$ cat config.mk
export PLATFORM = sky130hd
export DESIGN_NAME = cssu_clock_control
export DESIGN_NICKNAME = d
export VERILOG_FILES = /design/src/shared/cssu_pkg.sv /design/src/cssu_clock_control.sv /design/src/cssu_divider.sv
export SDC_FILE = /design/constraint.sdc
export NUM_CORES = 1
export LEC_CHECK = 0
export ABC_CLOCK_PERIOD_IN_PS = 7500
export BUFFER_PORTS_ARGS = -buffer_cell sky130_fd_sc_hd__buf_2
export CAP_MARGIN = 20
export CORE_MARGIN = 5
export CORE_UTILIZATION = 43
export CTS_CLUSTER_DIAMETER = 100
export DETAILED_ROUTE_END_ITERATION = 7
export SLEW_MARGIN = 30
export SYNTH_ARGS = -nofsm -noshare
export SYNTH_HDL_FRONTEND = slang
export SYNTH_SLANG_ARGS = --single-unit
export TNS_END_PERCENT = 10
$ cat constraint.sdc
create_clock -name i_clock -period 7.5 [get_ports i_clock]
set_input_delay 1.5 -clock i_clock [delete_from_list [all_inputs] [get_ports i_clock]]
set_output_delay 1.5 -clock i_clock [all_outputs]
set_load 0.1 [all_outputs]
$ cat src/shared/cssu_pkg.sv
// constants, encodings and state type for the clock source select and start-up block
// Function
// - decode four-bit source code, reserved odd codes below eight
// - fuse bit zero means programmed, one unprogrammed
// - wake from power-down waits selected-source delay
// - reset adds delay counted on watchdog oscillator
// - reset time-out is none, 4K or 64K cycles
// - shipped: code 0010, start-up 10, div8 programmed
// - default configuration prescales source clock by eight
// - core clock feeds registers, status and stack
// - separate peripheral clock for timers, serial, interrupts
// - some external interrupts detected without peripheral clock
// - serial port start detected while peripheral clock stopped
// - program-memory clock runs together with core clock
// - unused clocks gated off by sleep mode
// - divide-by-eight fuse divides oscillator once start-up ends; start-up counts run undivided
// - RC source: 6-cycle wake, 14 plus reset delay
package cssu_pkg;
    localparam logic [3:0] CSSU_SEL_EXT = 4'h0;
    localparam logic [3:0] CSSU_SEL_RC4 = 4'h2;
    localparam logic [3:0] CSSU_SEL_RC8 = 4'h4;
    localparam logic [3:0] CSSU_SEL_WDOSC = 4'h6;
    localparam int CSSU_SEL_XTAL_BIT = 3;
    localparam int CSSU_SEL_RSVD_BIT = 0;
    localparam logic [3:0] CSSU_SHIP_SEL = 4'h2;
    localparam logic [1:0] CSSU_SHIP_SUT = 2'h2;
    localparam logic CSSU_SHIP_DIV8 = 1'b0;
    localparam logic CSSU_FUSE_PROGRAMMED = 1'b0;
    localparam logic [1:0] CSSU_SUT_NONE = 2'h0;
    localparam logic [1:0] CSSU_SUT_SHORT = 2'h1;
    localparam logic [1:0] CSSU_SUT_LONG = 2'h2;
    // one-hot source selections
    localparam logic [4:0] CSSU_SRC_EXT = 5'h01;
    localparam logic [4:0] CSSU_SRC_RC4 = 5'h02;
    localparam logic [4:0] CSSU_SRC_RC8 = 5'h04;
    localparam logic [4:0] CSSU_SRC_WDOSC = 5'h08;
    localparam logic [4:0] CSSU_SRC_XTAL = 5'h10;
    // sleep modes
    localparam logic [1:0] CSSU_SLP_IDLE = 2'h0;
    localparam logic [1:0] CSSU_SLP_PDOWN = 2'h1;
    localparam logic [1:0] CSSU_SLP_STANDBY = 2'h2;
    // counts, in cycles of the clock named beside each
    localparam int CSSU_CNT_W = 17;
    localparam int CSSU_FUSE_SETTLE = 3;
    localparam int CSSU_RST_SRC_CYCLES = 14;
    localparam int CSSU_RC_WAKE_CYCLES = 6;
    localparam int CSSU_WDT_SHORT_CYCLES = 4096;
    localparam int CSSU_WDT_LONG_CYCLES = 65536;
    localparam int CSSU_XTAL_WAKE_FAST = 258;
    localparam int CSSU_XTAL_WAKE_MED = 1024;
    localparam int CSSU_XTAL_WAKE_SLOW = 16384;
    localparam int CSSU_DIV8_LAST = 7;
    // synchroniser bit positions
    localparam int CSSU_SY_EXT = 0;
    localparam int CSSU_SY_XTAL = 1;
    localparam int CSSU_SY_RC8 = 2;
    localparam int CSSU_SY_WDOSC = 3;
    localparam int CSSU_SY_INT_N = 4;
    localparam int CSSU_SY_SDA = 5;
    localparam int CSSU_SY_SCL = 6;
    localparam int CSSU_SY_SEL_LO = 7;
    localparam int CSSU_SY_SEL_HI = 10;
    localparam int CSSU_SY_SUT_LO = 11;
    localparam int CSSU_SY_SUT_HI = 12;
    localparam int CSSU_SY_DIV8 = 13;
    localparam int CSSU_SY_W = 14;

    typedef enum logic [5:0] {
        CSSU_ST_FUSE = 6'h01,
        CSSU_ST_RST_SRC = 6'h02,
        CSSU_ST_RST_WDT = 6'h04,
        CSSU_ST_RUN = 6'h08,
        CSSU_ST_SLEEP = 6'h10,
        CSSU_ST_WAKE = 6'h20
    } cssu_state_e;
endpackage

$ cat src/cssu_clock_control.sv
// clock source select, start-up timing and clock gating
`timescale 1ns/1ps
module cssu_clock_control #(
    parameter int P_WDT_LONG_CYCLES = cssu_pkg::CSSU_WDT_LONG_CYCLES,
    parameter int P_XTAL_WAKE_SLOW = cssu_pkg::CSSU_XTAL_WAKE_SLOW
) (
    input wire logic i_clock,
    input wire logic i_rst,
    input wire logic [3:0] i_clock_source_select_fuses,
    input wire logic [1:0] i_startup_delay_fuses,
    input wire logic i_divide_by_eight_fuse,
    input wire logic i_ext_clock_pin,
    input wire logic i_xtal_osc,
    input wire logic i_rc_osc,
    input wire logic i_supervisory_timer_osc,
    input wire logic i_ext_int_n,
    input wire logic i_usp_sda,
    input wire logic i_usp_scl,
    input wire logic i_sleep_req,
    input wire logic [1:0] i_sleep_mode,
    input wire logic i_wake,
    output logic o_core_clock_en,
    output logic o_periph_clock_en,
    output logic o_flash_clock_en,
    output logic o_cpu_run,
    output logic o_startup_busy,
    output logic [4:0] o_source,
    output logic o_source_invalid,
    output logic o_ext_int_wake,
    output logic o_usp_start
);
    localparam int W = cssu_pkg::CSSU_CNT_W;

    logic [cssu_pkg::CSSU_SY_W-1:0] sync1;
    logic [cssu_pkg::CSSU_SY_W-1:0] sync2;
    logic [cssu_pkg::CSSU_SY_W-1:0] prev;
    logic [cssu_pkg::CSSU_SY_W-1:0] rise;
    logic [3:0] raw_sel;
    logic raw_valid;
    logic [4:0] dec_src;
    logic [4:0] next_src;
    logic [3:0] sel_code;
    logic [1:0] startup_delay_fuses;
    logic div8_on;
    logic [4:0] src;
    logic invalid;
    logic rc_half;
    logic rc4_tick;
    logic src_tick;
    logic sys_tick;
    logic wdt_rise;
    logic ext_int_low;
    logic usp_start;
    logic wake_any;
    logic [1:0] mode;
    logic core_on;
    logic periph_on;
    logic [W-1:0] cnt;
    logic [W-1:0] wdt_count;
    logic [W-1:0] wake_count;
    logic cnt_done_src;
    logic cnt_done_wdt;
    logic cnt_done_wake;
    cssu_pkg::cssu_state_e state;
    cssu_pkg::cssu_state_e next_state;

    // reset time-out on the watchdog oscillator; reserved code takes the longest
    function automatic logic [W-1:0] reset_wdt_cycles(input logic [1:0] s);
        logic [W-1:0] r;
        r = W'(P_WDT_LONG_CYCLES);
        if (s == cssu_pkg::CSSU_SUT_NONE) begin
            r = '0;
        end else if (s == cssu_pkg::CSSU_SUT_SHORT) begin
            r = W'(cssu_pkg::CSSU_WDT_SHORT_CYCLES);
        end
        return r;
    endfunction

    // wake delay in source cycles; crystal uses its low code bit with the start-up code
    function automatic logic [W-1:0] wake_cycles(input logic [3:0] c, input logic [1:0] s);
        logic [2:0] k;
        logic [W-1:0] r;
        k = {c[0], s};
        r = W'(cssu_pkg::CSSU_RC_WAKE_CYCLES);
        if (c[cssu_pkg::CSSU_SEL_XTAL_BIT]) begin
            if (k <= 3'h1) begin
                r = W'(cssu_pkg::CSSU_XTAL_WAKE_FAST);
            end else if (k <= 3'h4) begin
                r = W'(cssu_pkg::CSSU_XTAL_WAKE_MED);
            end else begin
                r = W'(P_XTAL_WAKE_SLOW);
            end
        end
        return r;
    endfunction

    // every pin, fuses included, crosses through two flops
    always_ff @(posedge i_clock) begin
        if (i_rst) begin
            sync1 <= '0;
            sync2 <= '0;
            prev <= '0;
        end else begin
            sync1 <= {i_divide_by_eight_fuse, i_startup_delay_fuses, i_clock_source_select_fuses,
                      i_usp_scl, i_usp_sda, i_ext_int_n, i_supervisory_timer_osc, i_rc_osc,
                      i_xtal_osc, i_ext_clock_pin};
            sync2 <= sync1;
            prev <= sync2;
        end
    end

    assign rise = sync2 & ~prev;
    assign raw_sel = sync2[cssu_pkg::CSSU_SY_SEL_HI:cssu_pkg::CSSU_SY_SEL_LO];
    assign raw_valid = raw_sel[cssu_pkg::CSSU_SEL_XTAL_BIT] |
                       !raw_sel[cssu_pkg::CSSU_SEL_RSVD_BIT];
    assign dec_src = raw_sel[cssu_pkg::CSSU_SEL_XTAL_BIT] ? cssu_pkg::CSSU_SRC_XTAL :
                     (raw_sel == cssu_pkg::CSSU_SEL_EXT) ? cssu_pkg::CSSU_SRC_EXT :
                     (raw_sel == cssu_pkg::CSSU_SEL_RC4) ? cssu_pkg::CSSU_SRC_RC4 :
                     (raw_sel == cssu_pkg::CSSU_SEL_RC8) ? cssu_pkg::CSSU_SRC_RC8 :
                     cssu_pkg::CSSU_SRC_WDOSC;
    // a reserved code never drives the clock; the shipped 4 MHz source stands in
    assign next_src = raw_valid ? dec_src : cssu_pkg::CSSU_SRC_RC4;

    assign rc4_tick = rise[cssu_pkg::CSSU_SY_RC8] & rc_half;
    assign wdt_rise = rise[cssu_pkg::CSSU_SY_WDOSC];
    assign src_tick = |(src & {rise[cssu_pkg::CSSU_SY_XTAL], wdt_rise,
                               rise[cssu_pkg::CSSU_SY_RC8], rc4_tick,
                               rise[cssu_pkg::CSSU_SY_EXT]});
    // detection runs off the raw pin path, not the gated peripheral clock
    assign ext_int_low = !sync2[cssu_pkg::CSSU_SY_INT_N];
    assign usp_start = prev[cssu_pkg::CSSU_SY_SDA] & !sync2[cssu_pkg::CSSU_SY_SDA] &
                       sync2[cssu_pkg::CSSU_SY_SCL];
    assign wake_any = i_wake | ext_int_low | usp_start;

    assign wdt_count = reset_wdt_cycles(startup_delay_fuses);
    assign wake_count = wake_cycles(sel_code, startup_delay_fuses);
    assign cnt_done_src = src_tick && (cnt == W'(cssu_pkg::CSSU_RST_SRC_CYCLES - 1));
    assign cnt_done_wdt = wdt_rise && (cnt == W'(wdt_count - W'(1)));
    assign cnt_done_wake = src_tick && (cnt == W'(wake_count - W'(1)));

    assign core_on = (state == cssu_pkg::CSSU_ST_RUN);
    assign periph_on = core_on ||
                       (state == cssu_pkg::CSSU_ST_SLEEP && mode == cssu_pkg::CSSU_SLP_IDLE);

    cssu_divider u_prescale (
        .i_clock(i_clock),
        .i_rst(i_rst),
        .i_tick(src_tick),
        .i_div8(div8_on),
        .o_tick(sys_tick)
    );

    always_comb begin
        next_state = state;
        case (state)
            cssu_pkg::CSSU_ST_FUSE: begin
                if (cnt == W'(cssu_pkg::CSSU_FUSE_SETTLE - 1)) begin
                    next_state = cssu_pkg::CSSU_ST_RST_SRC;
                end
            end
            cssu_pkg::CSSU_ST_RST_SRC: begin
                if (cnt_done_src) begin
                    next_state = (wdt_count == '0) ? cssu_pkg::CSSU_ST_RUN :
                                 cssu_pkg::CSSU_ST_RST_WDT;
                end
            end
            cssu_pkg::CSSU_ST_RST_WDT: begin
                if (cnt_done_wdt) begin
                    next_state = cssu_pkg::CSSU_ST_RUN;
                end
            end
            cssu_pkg::CSSU_ST_RUN: begin
                if (i_sleep_req) begin
                    next_state = cssu_pkg::CSSU_ST_SLEEP;
                end
            end
            cssu_pkg::CSSU_ST_SLEEP: begin
                if (wake_any) begin
                    // only power-down stops the oscillator, so only it pays the delay
                    next_state = (mode == cssu_pkg::CSSU_SLP_PDOWN) ? cssu_pkg::CSSU_ST_WAKE :
                                 cssu_pkg::CSSU_ST_RUN;
                end
            end
            cssu_pkg::CSSU_ST_WAKE: begin
                if (cnt_done_wake) begin
                    next_state = cssu_pkg::CSSU_ST_RUN;
                end
            end
            default: begin
                next_state = cssu_pkg::CSSU_ST_FUSE;
            end
        endcase
    end

    always_ff @(posedge i_clock) begin
        if (i_rst) begin
            state <= cssu_pkg::CSSU_ST_FUSE;
            cnt <= '0;
        end else begin
            state <= next_state;
            if (next_state != state) begin
                cnt <= '0;
            end else if (state == cssu_pkg::CSSU_ST_FUSE) begin
                cnt <= cnt + W'(1);
            end else if (state == cssu_pkg::CSSU_ST_RST_WDT) begin
                cnt <= cnt + W'(wdt_rise);
            end else if (state inside {cssu_pkg::CSSU_ST_RST_SRC, cssu_pkg::CSSU_ST_WAKE}) begin
                cnt <= cnt + W'(src_tick);
            end
        end
    end

    // settings are caught once per reset, after the synchronisers have filled
    always_ff @(posedge i_clock) begin
        if (i_rst) begin
            sel_code <= cssu_pkg::CSSU_SHIP_SEL;
            startup_delay_fuses <= cssu_pkg::CSSU_SHIP_SUT;
            div8_on <= 1'b1;
            src <= cssu_pkg::CSSU_SRC_RC4;
            invalid <= 1'b0;
        end else if (state == cssu_pkg::CSSU_ST_FUSE && next_state != state) begin
            sel_code <= raw_sel;
            startup_delay_fuses <= sync2[cssu_pkg::CSSU_SY_SUT_HI:cssu_pkg::CSSU_SY_SUT_LO];
            div8_on <= sync2[cssu_pkg::CSSU_SY_DIV8] == cssu_pkg::CSSU_FUSE_PROGRAMMED;
            src <= next_src;
            invalid <= !raw_valid;
        end
    end

    always_ff @(posedge i_clock) begin
        if (i_rst) begin
            rc_half <= 1'b0;
            mode <= cssu_pkg::CSSU_SLP_IDLE;
        end else begin
            if (rise[cssu_pkg::CSSU_SY_RC8]) begin
                rc_half <= !rc_half;
            end
            if (state == cssu_pkg::CSSU_ST_RUN && i_sleep_req) begin
                mode <= i_sleep_mode;
            end
        end
    end

    always_ff @(posedge i_clock) begin
        if (i_rst) begin
            o_core_clock_en <= 1'b0;
            o_periph_clock_en <= 1'b0;
            o_flash_clock_en <= 1'b0;
            o_cpu_run <= 1'b0;
            o_startup_busy <= 1'b1;
            o_source <= cssu_pkg::CSSU_SRC_RC4;
            o_source_invalid <= 1'b0;
            o_ext_int_wake <= 1'b0;
            o_usp_start <= 1'b0;
        end else begin
            o_core_clock_en <= core_on & sys_tick;
            o_periph_clock_en <= periph_on & sys_tick;
            o_flash_clock_en <= core_on & sys_tick;
            o_cpu_run <= core_on;
            o_startup_busy <= (state != cssu_pkg::CSSU_ST_RUN && state != cssu_pkg::CSSU_ST_SLEEP);
            o_source <= src;
            o_source_invalid <= invalid;
            o_ext_int_wake <= ext_int_low & (state == cssu_pkg::CSSU_ST_SLEEP);
            o_usp_start <= usp_start;
        end
    end
endmodule // cssu_clock_control

$ cat src/cssu_divider.sv
// system clock prescaler: passes every source tick or every eighth one
`timescale 1ns/1ps
module cssu_divider (
    input wire logic i_clock,
    input wire logic i_rst,
    input wire logic i_tick,
    input wire logic i_div8,
    output logic o_tick
);
    logic [2:0] phase;
    logic last_phase;

    assign last_phase = (phase == 3'(cssu_pkg::CSSU_DIV8_LAST));

    always_ff @(posedge i_clock) begin
        if (i_rst) begin
            phase <= 3'h0;
            o_tick <= 1'b0;
        end else begin
            if (i_tick) begin
                phase <= phase + 3'h1;
            end
            // phase starts at zero so the first output comes on the eighth tick
            o_tick <= i_tick & (!i_div8 | last_phase);
        end
    end
endmodule // cssu_divider

==> impl_results.md, run 1 <==
* Routability-driven placement congestion ratio at between 0.8 and 0.9
* Number of global-route vias before repair at 2659
* Avg WL per Cell at around 14 microns
* # Post-CTS Setup Buffers at 0
* Post-synth top area share at about 47%
* Clock sinks at 86
* Syn Inst Count at 392
* Die Height at 102 microns
* Sequential area share after synthesis at 47.4%
* Hold path start: sync2[4]$_SDFF_PP0_
* Synth warnings at 0
* Clock Skew at 10.8 ps
* Internal at 0.676 mW
* Worst R2R Path Depth at 13
* P&R area growth vs syn at 10.8%
* F_max at 0.318 GHz
* Status: complete, no violations
* Final hold vios at 0
* Critical Path Slowest Stage Cell: or4_4
* Crit path capture type: flip-flop
* Dpl cell area at 0.00381 sq mm
* Worst Path Max Fanout at 10
* Drt first pass iters at 4
* Hold WC Path Type: reg2reg
* Gate power share at 17.7%
* Critical-path cell list: or4_4 > or3b_1 > nand2_1 > o21ai_0 > nand2_1 > ha_1 > ha_1 > and3_1 > nand4_1 > nor3_1 > nand3_1 > xor2_1 > nor3_2
* Cts hold-fix bufs at 0
* Post-route core utilization at 48.9%
* DRT iter0 DRCs at 106
* Synth area leader: dfxtp_1
* Unique masters post-synth at just under 60
* Sequential share of power at around half
* Syn_area_per_cell at 9.26 sq um
* Final Slew Violations at 0
* CTS Root Cell: clkbuf_8
* Crit share post-route at 41.9%
* Final net count at 438
* Setup slack, reg-to-reg at 4360 ps
* Quantity of I/O buffers inserted on ports at 32
* Site Rows at 33
* TritonCTS clock tree: yes
* Core Area at 0.00822 sq mm
* RSZ-0062 raised after global routing: false
* Critical register-to-register path startpoint: state[1]$_SDFF_PP0_
* Hold WS at 425 ps
* Leak at 1.53 nW
* Cell Area, Synth at around 0.0036 sq mm
* Inst Count DP at between 500 and 600
* Non-Filler Instances at around 520
* Pin slew with the least headroom to its limit at between 700 and 800 ps
* Maxcap violations at 0
* Arr. time, crit path at 3380 ps
* Max Buffers Root-to-Sink at 2
* Io pins at 33
* Vias at about 2800
* First-pass GRT wire length at 12800 microns
* Critical Path RT at around 7700 ps
* Die area at a little over 0.01 sq mm
* Ant diodes at 0
* Synthesized Nets at 416
* Post-DP HPWL at 5150 microns
* Cell area power density at 251 mW/mm^2
* Dominant register cell in the synthesized netlist: dfxtp_1
* Post-layout min period at around 3100 ps
* Worst-path clk slew at about 90 ps
* Post-synth EDFFs at 0
* Die X at a little over 100 microns
* Largest net degree at the start of global routing at 68
* Worst-Skew Late Latency at approximately 360 ps
* Hold Crit Endpoint: o_ext_int_wake$_SDFF_PP0_
* Seq cells post-synth at 86
* Detail Route Antenna Nets at 0
* TritonCTS Buffers at 9
* CTS H-tree lvls at 3
* Net Switching at 0.333 mW
* Endpoints failing setup at 0
* Initial Util at around 44%
* Synth top cells by count: dfxtp_1, nor2b_1, nor2_1, nand2_1
* Setup tns final at 0 ps
* Total wire length at ~7300 microns
* Critical path's largest stage delay at 580 ps
* Slew HR at between 50 and 60%
* GRT overflow at 0
* Cts repair resizes at 0
* Via/cell ratio at 5.33
* Peak VDD IR at 139 uV
* Share of cells above drive strength 1 at 17.2%
* Net Sw Frac at 33.0%
* Global-route usage over all layers at 15.5%
* Initial antenna violation count at 0
* Design Area, Final at 0.00402 sq mm
* R2R Path End: cnt[14]$_SDFFE_PP0P_
* Setup Crit Path Kind: reg2reg
* Hold Path Depth at 1
* Crit start category: flip-flop
* Clock share of power at 31.6%
* Post-synth ARST share at 0%
* Most frequent cell after synthesis: dfxtp_1
* Synth top area cells: dfxtp_1, nor2b_1, nor2_1
* Residual DRC at 0
[placed cells by master (no fill, tap or decap), drive strengths merged, types with 3 or more instances in the layout]
cell	instances
a31oi	6
nor4b	4
nor3	25
nand3b	5
mux2i	4
nand4	8
nor4	9
a211o	3
nand2	29
xor2	9
clkbuf	10
nor2b	44
nand3	13
a21oi	15
dfxtp	86
a221oi	3
and3	3
xnor2	9
a211oi	6
buf	33
ha	4
o21ai	5
or2	5
inv	12
nor2	30
nand2b	6
[routing by layer]
metal,share of wire (%),vias to the layer above,track usage [%],routed length [microns]
met5,0,-,0,0
met4,1.5,0,5.85,108
met3,5.2,10,3.75,380
met2,47,69,24.1,3400
met1,47,1297,21.0,3400
li1,-,1417,-,-
[worst max-delay path: cells and delay by family, from the launching register on]
kind,cells,cell delay (ps)
simple gates,9,1980
flops,1,410
fa+ha+maj,2,390
xor+xnor,1,180
compound gates,1,70
[cells by family (layout without fill, tap and decap cells)]
family / after synthesis / after routing / synth area share (%)
and+or+nand+nor: 196 / 196 / 31.2
DFF: 86 / 86 / 47.4
AOI/OAI and AO/OA: 53 / 53 / 10.2
buffers and inverters: 30 / 57 / 3.97
xor gates and xnor gates: 18 / 18 / 4.35
muxes: 5 / 5 / 1.41
adders and majority gates: 4 / 4 / 1.38
[registers in the layout (all words and copies together), names as in the netlist, 2 cells and up]
name / cells
o_source: 5
cnt: 17
state: 6
sync1: 14
startup_delay_fuses: 2
sel_code: 2
prev: 5
sync2: 14
u_prescale.phase: 3
mode: 2
src: 5
[worst max-delay path by stage]
| stage | from | end | slack, ps | cells after the start |
|---|---|---|---|---|
| after global placement | i_wake | cnt[0]$_SDFFE_PP0P_ | 4240 | 7 |
| after floorplan | i_wake | cnt[10]$_SDFFE_PP0P_ | 4550 | 7 |
| after detailed placement | i_wake | cnt[4]$_SDFFE_PP0P_ | 4160 | 7 |
| after CTS | state[1]$_SDFF_PP0_ | cnt[14]$_SDFFE_PP0P_ | 4360 | 13 |
| final | state[1]$_SDFF_PP0_ | cnt[14]$_SDFFE_PP0P_ | 4360 | 13 |
| after global routing | state[1]$_SDFF_PP0_ | cnt[14]$_SDFFE_PP0P_ | 4020 | 13 |
[stage by stage]
stage,power (mW),worst slack (ps)
after floorplan,0.667,4550
after global placement,0.695,4240
after detailed placement,0.699,4160
after CTS,1.02,4360
after global routing,1.07,4020
final,1.01,4360
[power by group through the flow]
stage               logic, mW  registers, mW  clock network (mW)
finish                  0.178          0.512               0.319
detailed placement      0.176          0.522                   0
floorplan               0.149          0.518                   0
global route            0.205          0.517               0.347
global placement        0.174          0.521                   0
CTS                     0.177          0.512               0.329
[layout make-up]
| class | count | area, sq um |
|---|---|---|
| Multi-Input combinational cell | 276 | 1770 |
| Fill cell | 781 | 4200 |
| Clock buffer | 9 | 124 |
| Timing Repair Buffer | 34 | 173 |
| Sequential cell | 86 | 1720 |
| Tap cell | 105 | 131 |
| Inverter | 7 | 26.3 |
| Clock inverter | 7 | 72.6 |
No activity file was read; power rests on OpenSTA's default activity.
==> inputs of run 2 (changes only) <==
--- a/config.mk
+++ b/config.mk
@@ -5,7 +5,7 @@
 export SDC_FILE = /design/constraint.sdc
 export NUM_CORES = 1
 export LEC_CHECK = 0
-export ABC_CLOCK_PERIOD_IN_PS = 7500
+export ABC_CLOCK_PERIOD_IN_PS = 2900
 export BUFFER_PORTS_ARGS = -buffer_cell sky130_fd_sc_hd__buf_2
 export CAP_MARGIN = 20
 export CORE_MARGIN = 5
==> constraint.sdc (replaced) <==
create_clock -name i_clock -period 2.9 [get_ports i_clock]
set_input_delay 0.58 -clock i_clock [delete_from_list [all_inputs] [get_ports i_clock]]
set_output_delay 0.58 -clock i_clock [all_outputs]
set_load 0.1 [all_outputs]
==> impl_results.md, run 2 (synthesized netlist as in run 1, its figures left out) <==
* P&R area growth vs syn at 15.3% (was 10.8%)
* First-pass GRT wire length at 12300 microns (was 12800 microns)
* Max reg flops at 17 (unchanged)
* Clock Skew at 10.0 ps (was 10.8 ps)
* Final net count at 452 (was 438)
* Share of cells above drive strength 1 at 21.7% (was 17.2%)
* TritonCTS Buffers at 9 (unchanged)
* Crit start category: flip-flop (unchanged)
* Initial antenna violation count at 0 (unchanged)
* Die area at 0.0104 sq mm (unchanged)
* Peak VDD IR at 321 uV (was 139 uV)
* Crit share post-route at 98.5% (was 41.9%)
* Arr. time, crit path at 3090 ps (was 3380 ps)
* Max Buffers Root-to-Sink at 2 (unchanged)
* Global-route usage over all layers at 15.0% (was 15.5%)
* Critical register-to-register path startpoint: state[4]$_SDFF_PP0_ (was state[1]$_SDFF_PP0_)
* Final hold vios at 0 (unchanged)
* CTS Root Cell: clkbuf_8 (unchanged)
* Setup tns final at 0 ps (unchanged)
* Cell area power density at 672 mW/mm^2 (was 251 mW/mm^2)
* GRT overflow at 0 (unchanged)
* RSZ-0062 raised after global routing: true (was false)
* Setup Crit Path Kind: reg2reg (unchanged)
* Residual DRC at 0 (unchanged)
* Largest net degree at the start of global routing at 67 (was 68)
* Commonest cells after routing, fill and taps aside: dfxtp_1, nor2b_1, buf_2 (unchanged)
* Crit path capture type: flip-flop (unchanged)
* Hold path start: i_rc_osc (was sync2[4]$_SDFF_PP0_)
* Quantity of I/O buffers inserted on ports at 32 (unchanged)
* Maxcap violations at 0 (unchanged)
* Total wire length at 7350 microns (was 7290 microns)
* Leak at 1.62 nW (was 1.53 nW)
* Post-route core utilization at 50.9% (was 48.9%)
* Die X at 102 microns (unchanged)
* Vias at 2820 (was 2793)
* Worst Path Max Fanout at 3 (was 10)
* Top reg by flops: cnt (unchanged)
* Critical Path RT at 3140 ps (was 7730 ps)
* Most common cell after layout, fill and taps aside: dfxtp_1 (unchanged)
* Endpoints failing setup at 0 (unchanged)
* Detail Route Antenna Nets at 0 (unchanged)
* TritonCTS clock tree: yes (unchanged)
* Avg WL per Cell at 13.7 microns (was 13.9 microns)
* Initial Util at 44.2% (unchanged)
* Pin slew with the least headroom to its limit at 652 ps (was 742 ps)
* Routability-driven placement congestion ratio at 0.877 (was 0.836)
* Regs by FF count: cnt (17), sync1 (14), sync2 (14) (unchanged)
* Overall Power at 2.81 mW (was 1.01 mW)
* CTS H-tree lvls at 3 (unchanged)
* Hold WC Path Type: in2reg (was reg2reg)
* Post-layout min period at 2860 ps (was 3140 ps)
* Worst-path clk slew at 90 ps (about the same)
* Clock sinks at 86 (unchanged)
* Slew HR at 56.6% (was 50.1%)
* Post-DP HPWL at 5070 microns (was 5150 microns)
* Core Area at 0.00822 sq mm (unchanged)
* Site Rows at 33 (unchanged)
* Io pins at 33 (unchanged)
* Critical Path Source: state[4]$_SDFF_PP0_ (was state[1]$_SDFF_PP0_)
* F_max at 0.350 GHz (was 0.318 GHz)
* Drt first pass iters at 4 (unchanged)
* Die Height at 102 microns (unchanged)
* Number of global-route vias before repair at 2605 (was 2659)
* Status: complete, no violations (unchanged)
* Final Slew Violations at 0 (unchanged)
* Ant diodes at 0 (unchanged)
* Worst-Skew Late Latency at 360 ps (about the same)
* Via/cell ratio at 5.24 (was 5.33)
* DRT iter0 DRCs at 111 (was 106)
run 2: cell count changes in the layout (fill, tap and decap cells not counted), sizes merged:
cell and change:
bufinv +2, buf +15, clkinvlp -1, inv -2, clkinv +1, clkbuf -1
run 2: layer usage:
| layer | vias to the layer above | global-route usage (%) | share of wire [%] |
|---|---|---|---|
| met5 | - | 0 | 0 |
| met4 | 0 | 4.64 | 1.1 |
| met3 | 7 | 4.10 | 5.3 |
| met2 | 57 | 23.2 | 46 |
| met1 | 1311 | 20.5 | 48 |
| li1 | 1445 | - | - |
run 2: metrics by stage:
stage | std cells | hold WS (ps) | cell area [sq um] | worst slack (ps)
3_3_place_gp | 521 | 417 | 3920 | 54.4
2_1_floorplan | 392 | 393 | 3630 | 13.8
3_5_place_dp | 521 | 422 | 3920 | 3.00
4_1_cts | 537 | 418 | 4140 | -23.3
5_1_grt | 538 | 405 | 4180 | -144
6_report | 538 | 428 | 4180 | 42.1
run 2: layout make-up:
class,instances,area (sq um)
timing repair buffer,48,280
multi-input combinational,276,1790
inverter,7,26.3
fill,774,4030
sequential,86,1720
clock buffer,9,124
tap,105,131
clock inverter,7,105
run 2: final timing paths:
kind | slack (ps) | end | cells past startpoint
max | 40 | cnt[14]$_SDFFE_PP0P_ | 13
min | 430 | sync1[2]$_SDFF_PP0_ | 2
max reg2reg | 40 | cnt[14]$_SDFFE_PP0P_ | 13
min reg2reg | 440 | sync2[11]$_SDFF_PP0_ | 1
run 2: worst max-delay path, stage by stage, from the launching register on:
cell     delay [ps]
dfxtp_2         330
or4_4           540
or3b_4          400
nand2_1          60
o21ai_1          60
nand2_1          70
ha_2            200
ha_4            130
and3_4          180
nand4_1         190
nor3_2          240
nand3_1         120
xor2_1          180
nor3_2           50
run 2: power breakdown:
part	internal [mW]	total [mW]	leakage, nW	switching [mW]
logic	0.203	0.537	0.798	0.333
clock network	0.500	0.963	0.118	0.462
registers	1.25	1.31	0.702	0.0634
total	1.95	2.81	1.62	0.859
run 2: timing repair:
action | 4_1_cts | 5_1_grt
hold buffers | 0 | 0
setup buffers | 0 | 1
gates resized for setup | 0 | 10
setup endpoints to repair | 2 | 7
pin swaps | 0 | 4
==> inputs of run 3 (changes only) <==
--- a/config.mk
+++ b/config.mk
@@ -9,9 +9,11 @@
 export BUFFER_PORTS_ARGS = -buffer_cell sky130_fd_sc_hd__buf_2
 export CAP_MARGIN = 20
 export CORE_MARGIN = 5
-export CORE_UTILIZATION = 43
+export CORE_UTILIZATION = 58
 export CTS_CLUSTER_DIAMETER = 100
 export DETAILED_ROUTE_END_ITERATION = 7
+export HOLD_SLACK_MARGIN = 0.15
+export PLACE_DENSITY = 0.78
 export SLEW_MARGIN = 30
 export SYNTH_ARGS = -nofsm -noshare
 export SYNTH_HDL_FRONTEND = slang
==> impl_results.md, run 3 (synthesized netlist as in run 1, its figures left out) <==
* Maxcap violations at 0 (unchanged)
* Post-DP HPWL at 5060 microns (was 5070 microns)
* Critical Path RT at 3180 ps (was 3140 ps)
* Most common cell after layout, fill and taps aside: dfxtp_1 (unchanged)
* Drt first pass iters at 4 (unchanged)
* Detail Route Antenna Nets at 0 (unchanged)
* Final hold vios at 0 (unchanged)
* Global-route usage over all layers at 20.0% (was 15.0%)
* Core Area at 0.00599 sq mm (was 0.00822 sq mm)
* Peak VDD IR at 551 uV (was 321 uV)
* Share of cells above drive strength 1 at 22.5% (was 21.7%)
* Critical-path cell list: or4_4 > or3b_4 > nand2_2 > o21ai_2 > nand2_1 > ha_2 > ha_4 > and3_4 > nand4_1 > nor3_2 > nand3_1 > xor2_1 > nor3_2 (was or4_4 > or3b_4 > nand2_1 > o21ai_1 > nand2_1 > ha_2 > ha_4 > and3_4 > nand4_1 > nor3_2 > nand3_1 > xor2_1 > nor3_2)
* Die X at 89.1 microns (was 102 microns)
* Setup Crit Path Kind: reg2reg (unchanged)
* Arr. time, crit path at 3270 ps (was 3090 ps)
* Failing checks: setup timing
* Quantity of I/O buffers inserted on ports at 32 (unchanged)
* F_max at 0.334 GHz (was 0.350 GHz)
* Final net count at 450 (was 452)
* Max reg flops at 17 (unchanged)
* Hold Path Depth at 2 (unchanged)
* Setup tns final at -177 ps (was 0 ps)
* Cts hold-fix bufs at 0 (unchanged)
* Critical Path Slowest Stage Cell: or4_4 (unchanged)
* Number of global-route vias before repair at 2625 (was 2605)
* Endpoints failing setup at 4 (was 0)
* Overall Power at 2.66 mW (was 2.81 mW)
* Hold WC Path Type: in2reg (unchanged)
* Slew HR at 36.9% (was 56.6%)
* Worst R2R Path Depth at 13 (unchanged)
* First-pass GRT wire length at 12100 microns (was 12300 microns)
* Worst-path clk slew at 100 ps (was 90 ps)
* P&R area growth vs syn at 13.4% (was 15.3%)
* CTS Root Cell: clkbuf_8 (unchanged)
* Site Rows at 28 (was 33)
* Critical path's largest stage delay at 550 ps (was 540 ps)
* Pin slew with the least headroom to its limit at 946 ps (was 652 ps)
* Total wire length at 7530 microns (was 7350 microns)
* DRT iter0 DRCs at 229 (was 111)
* Worst-Skew Late Latency at 370 ps (was 360 ps)
* Crit path capture type: flip-flop (unchanged)
* CP most frequent cell: nor3_2
* RSZ-0062 raised after global routing: true (unchanged)
* Vias at 2912 (was 2820)
* Initial antenna violation count at 0 (unchanged)
* Commonest cells after routing, fill and taps aside: dfxtp_1, nor2b_1, buf_2 (unchanged)
* GRT overflow at 0 (unchanged)
* CTS H-tree lvls at 3 (unchanged)
* Clock sinks at 86 (unchanged)
* Setup ws final at -91.5 ps (was 42.1 ps)
* Worst Path Max Fanout at 4 (was 3)
* Die area at 0.00794 sq mm (was 0.0104 sq mm)
* Final Slew Violations at 0 (unchanged)
* Crit start category: flip-flop (unchanged)
* Crit share post-route at 103% (was 98.5%)
* Die Height at 89.1 microns (was 102 microns)
* Dpl cell area at 0.00384 sq mm (was 0.00392 sq mm)
* Post-route core utilization at 68.7% (was 50.9%)
* Io pins at 33 (unchanged)
* TritonCTS clock tree: yes (unchanged)
* Status: finished, violations left (was complete, no violations)
* Via/cell ratio at 5.75 (was 5.24)
* Largest net degree at the start of global routing at 67 (unchanged)
* Max Buffers Root-to-Sink at 2 (unchanged)
* Leak at 1.58 nW (was 1.62 nW)
* Residual DRC at 0 (unchanged)
* Top reg by flops: cnt (unchanged)
* FILL cells at 486 (was 774)
* Post-layout min period at 2990 ps (was 2860 ps)
* Initial Util at 60.6% (was 44.2%)
* Ant diodes at 0 (unchanged)
* Avg WL per Cell at 14.9 microns (was 13.7 microns)
* Regs by FF count: cnt (17), sync1 (14), sync2 (14) (unchanged)
* TritonCTS Buffers at 9 (unchanged)
* Design Area, Final at 0.00412 sq mm (was 0.00418 sq mm)
* Clock Skew at 10.4 ps (was 10.0 ps)
* Routability-driven placement congestion ratio at 0.919 (was 0.877)
* Cell area power density at 646 mW/mm^2 (was 672 mW/mm^2)
## run 3: per-stage QoR
stage	setup slack (ps)	std cells	hold slack (ps)
2_1_floorplan	13.8	392	393
3_3_place_gp	34.0	486	417
3_5_place_dp	-55.2	486	420
4_1_cts	0.332	503	401
5_1_grt	-195	506	410
6_report	-91.5	506	416
## run 3: cell type report
cell class / instances / area [sq um] / share of cell area, %
tap: 75 / 93.8 / 2.28
multi-input combinational: 276 / 1820 / 44.1
inverter: 7 / 26.3 / 0.638
clock buffer: 9 / 124 / 3.01
timing repair buffer: 46 / 265 / 6.44
sequential: 86 / 1720 / 41.9
clock inverter: 7 / 67.6 / 1.64
## run 3: where the power goes
part / internal, mW / switching (mW) / total [mW]
Sequential: 1.25 / 0.0709 / 1.32
Clock: 0.330 / 0.480 / 0.809
Combinational: 0.201 / 0.330 / 0.531
Total: 1.78 / 0.880 / 2.66
## run 3: routing by layer
metal | GRT usage (%) | routed length, microns
met1 | 26.3 | 3350
met2 | 30.5 | 3570
met3 | 5.90 | 475
met4 | 8.53 | 126
met5 | 0 | 0
## run 3: critical path, delay by kind of cell (launching register included)
kind,cells,cell delay [ps]
AO/OA/AOI/OAI,1,50
adder cells (fa/ha/maj),2,340
XOR/XNOR,1,170
AND/OR/NAND/NOR,9,2020
flip-flops,1,330
## run 3: path summary, 6_finish.rpt
check | from | to | slack, ps
max reg2reg | state[4]$_SDFF_PP0_ | cnt[14]$_SDFFE_PP0P_ | -90
max | state[4]$_SDFF_PP0_ | cnt[14]$_SDFFE_PP0P_ | -90
min | i_ext_int_n | sync1[4]$_SDFF_PP0_ | 420
min reg2reg | sync1[7]$_SDFF_PP0_ | sync2[7]$_SDFF_PP0_ | 440
## run 3: repair_timing
item | in CTS | in global routing
endpoints found under the setup margin | 3 | 8
setup buffers | 1 | 3
endpoints found under the hold margin | 0 | 0
pin swaps | 2 | 6
gates resized for setup | 3 | 12
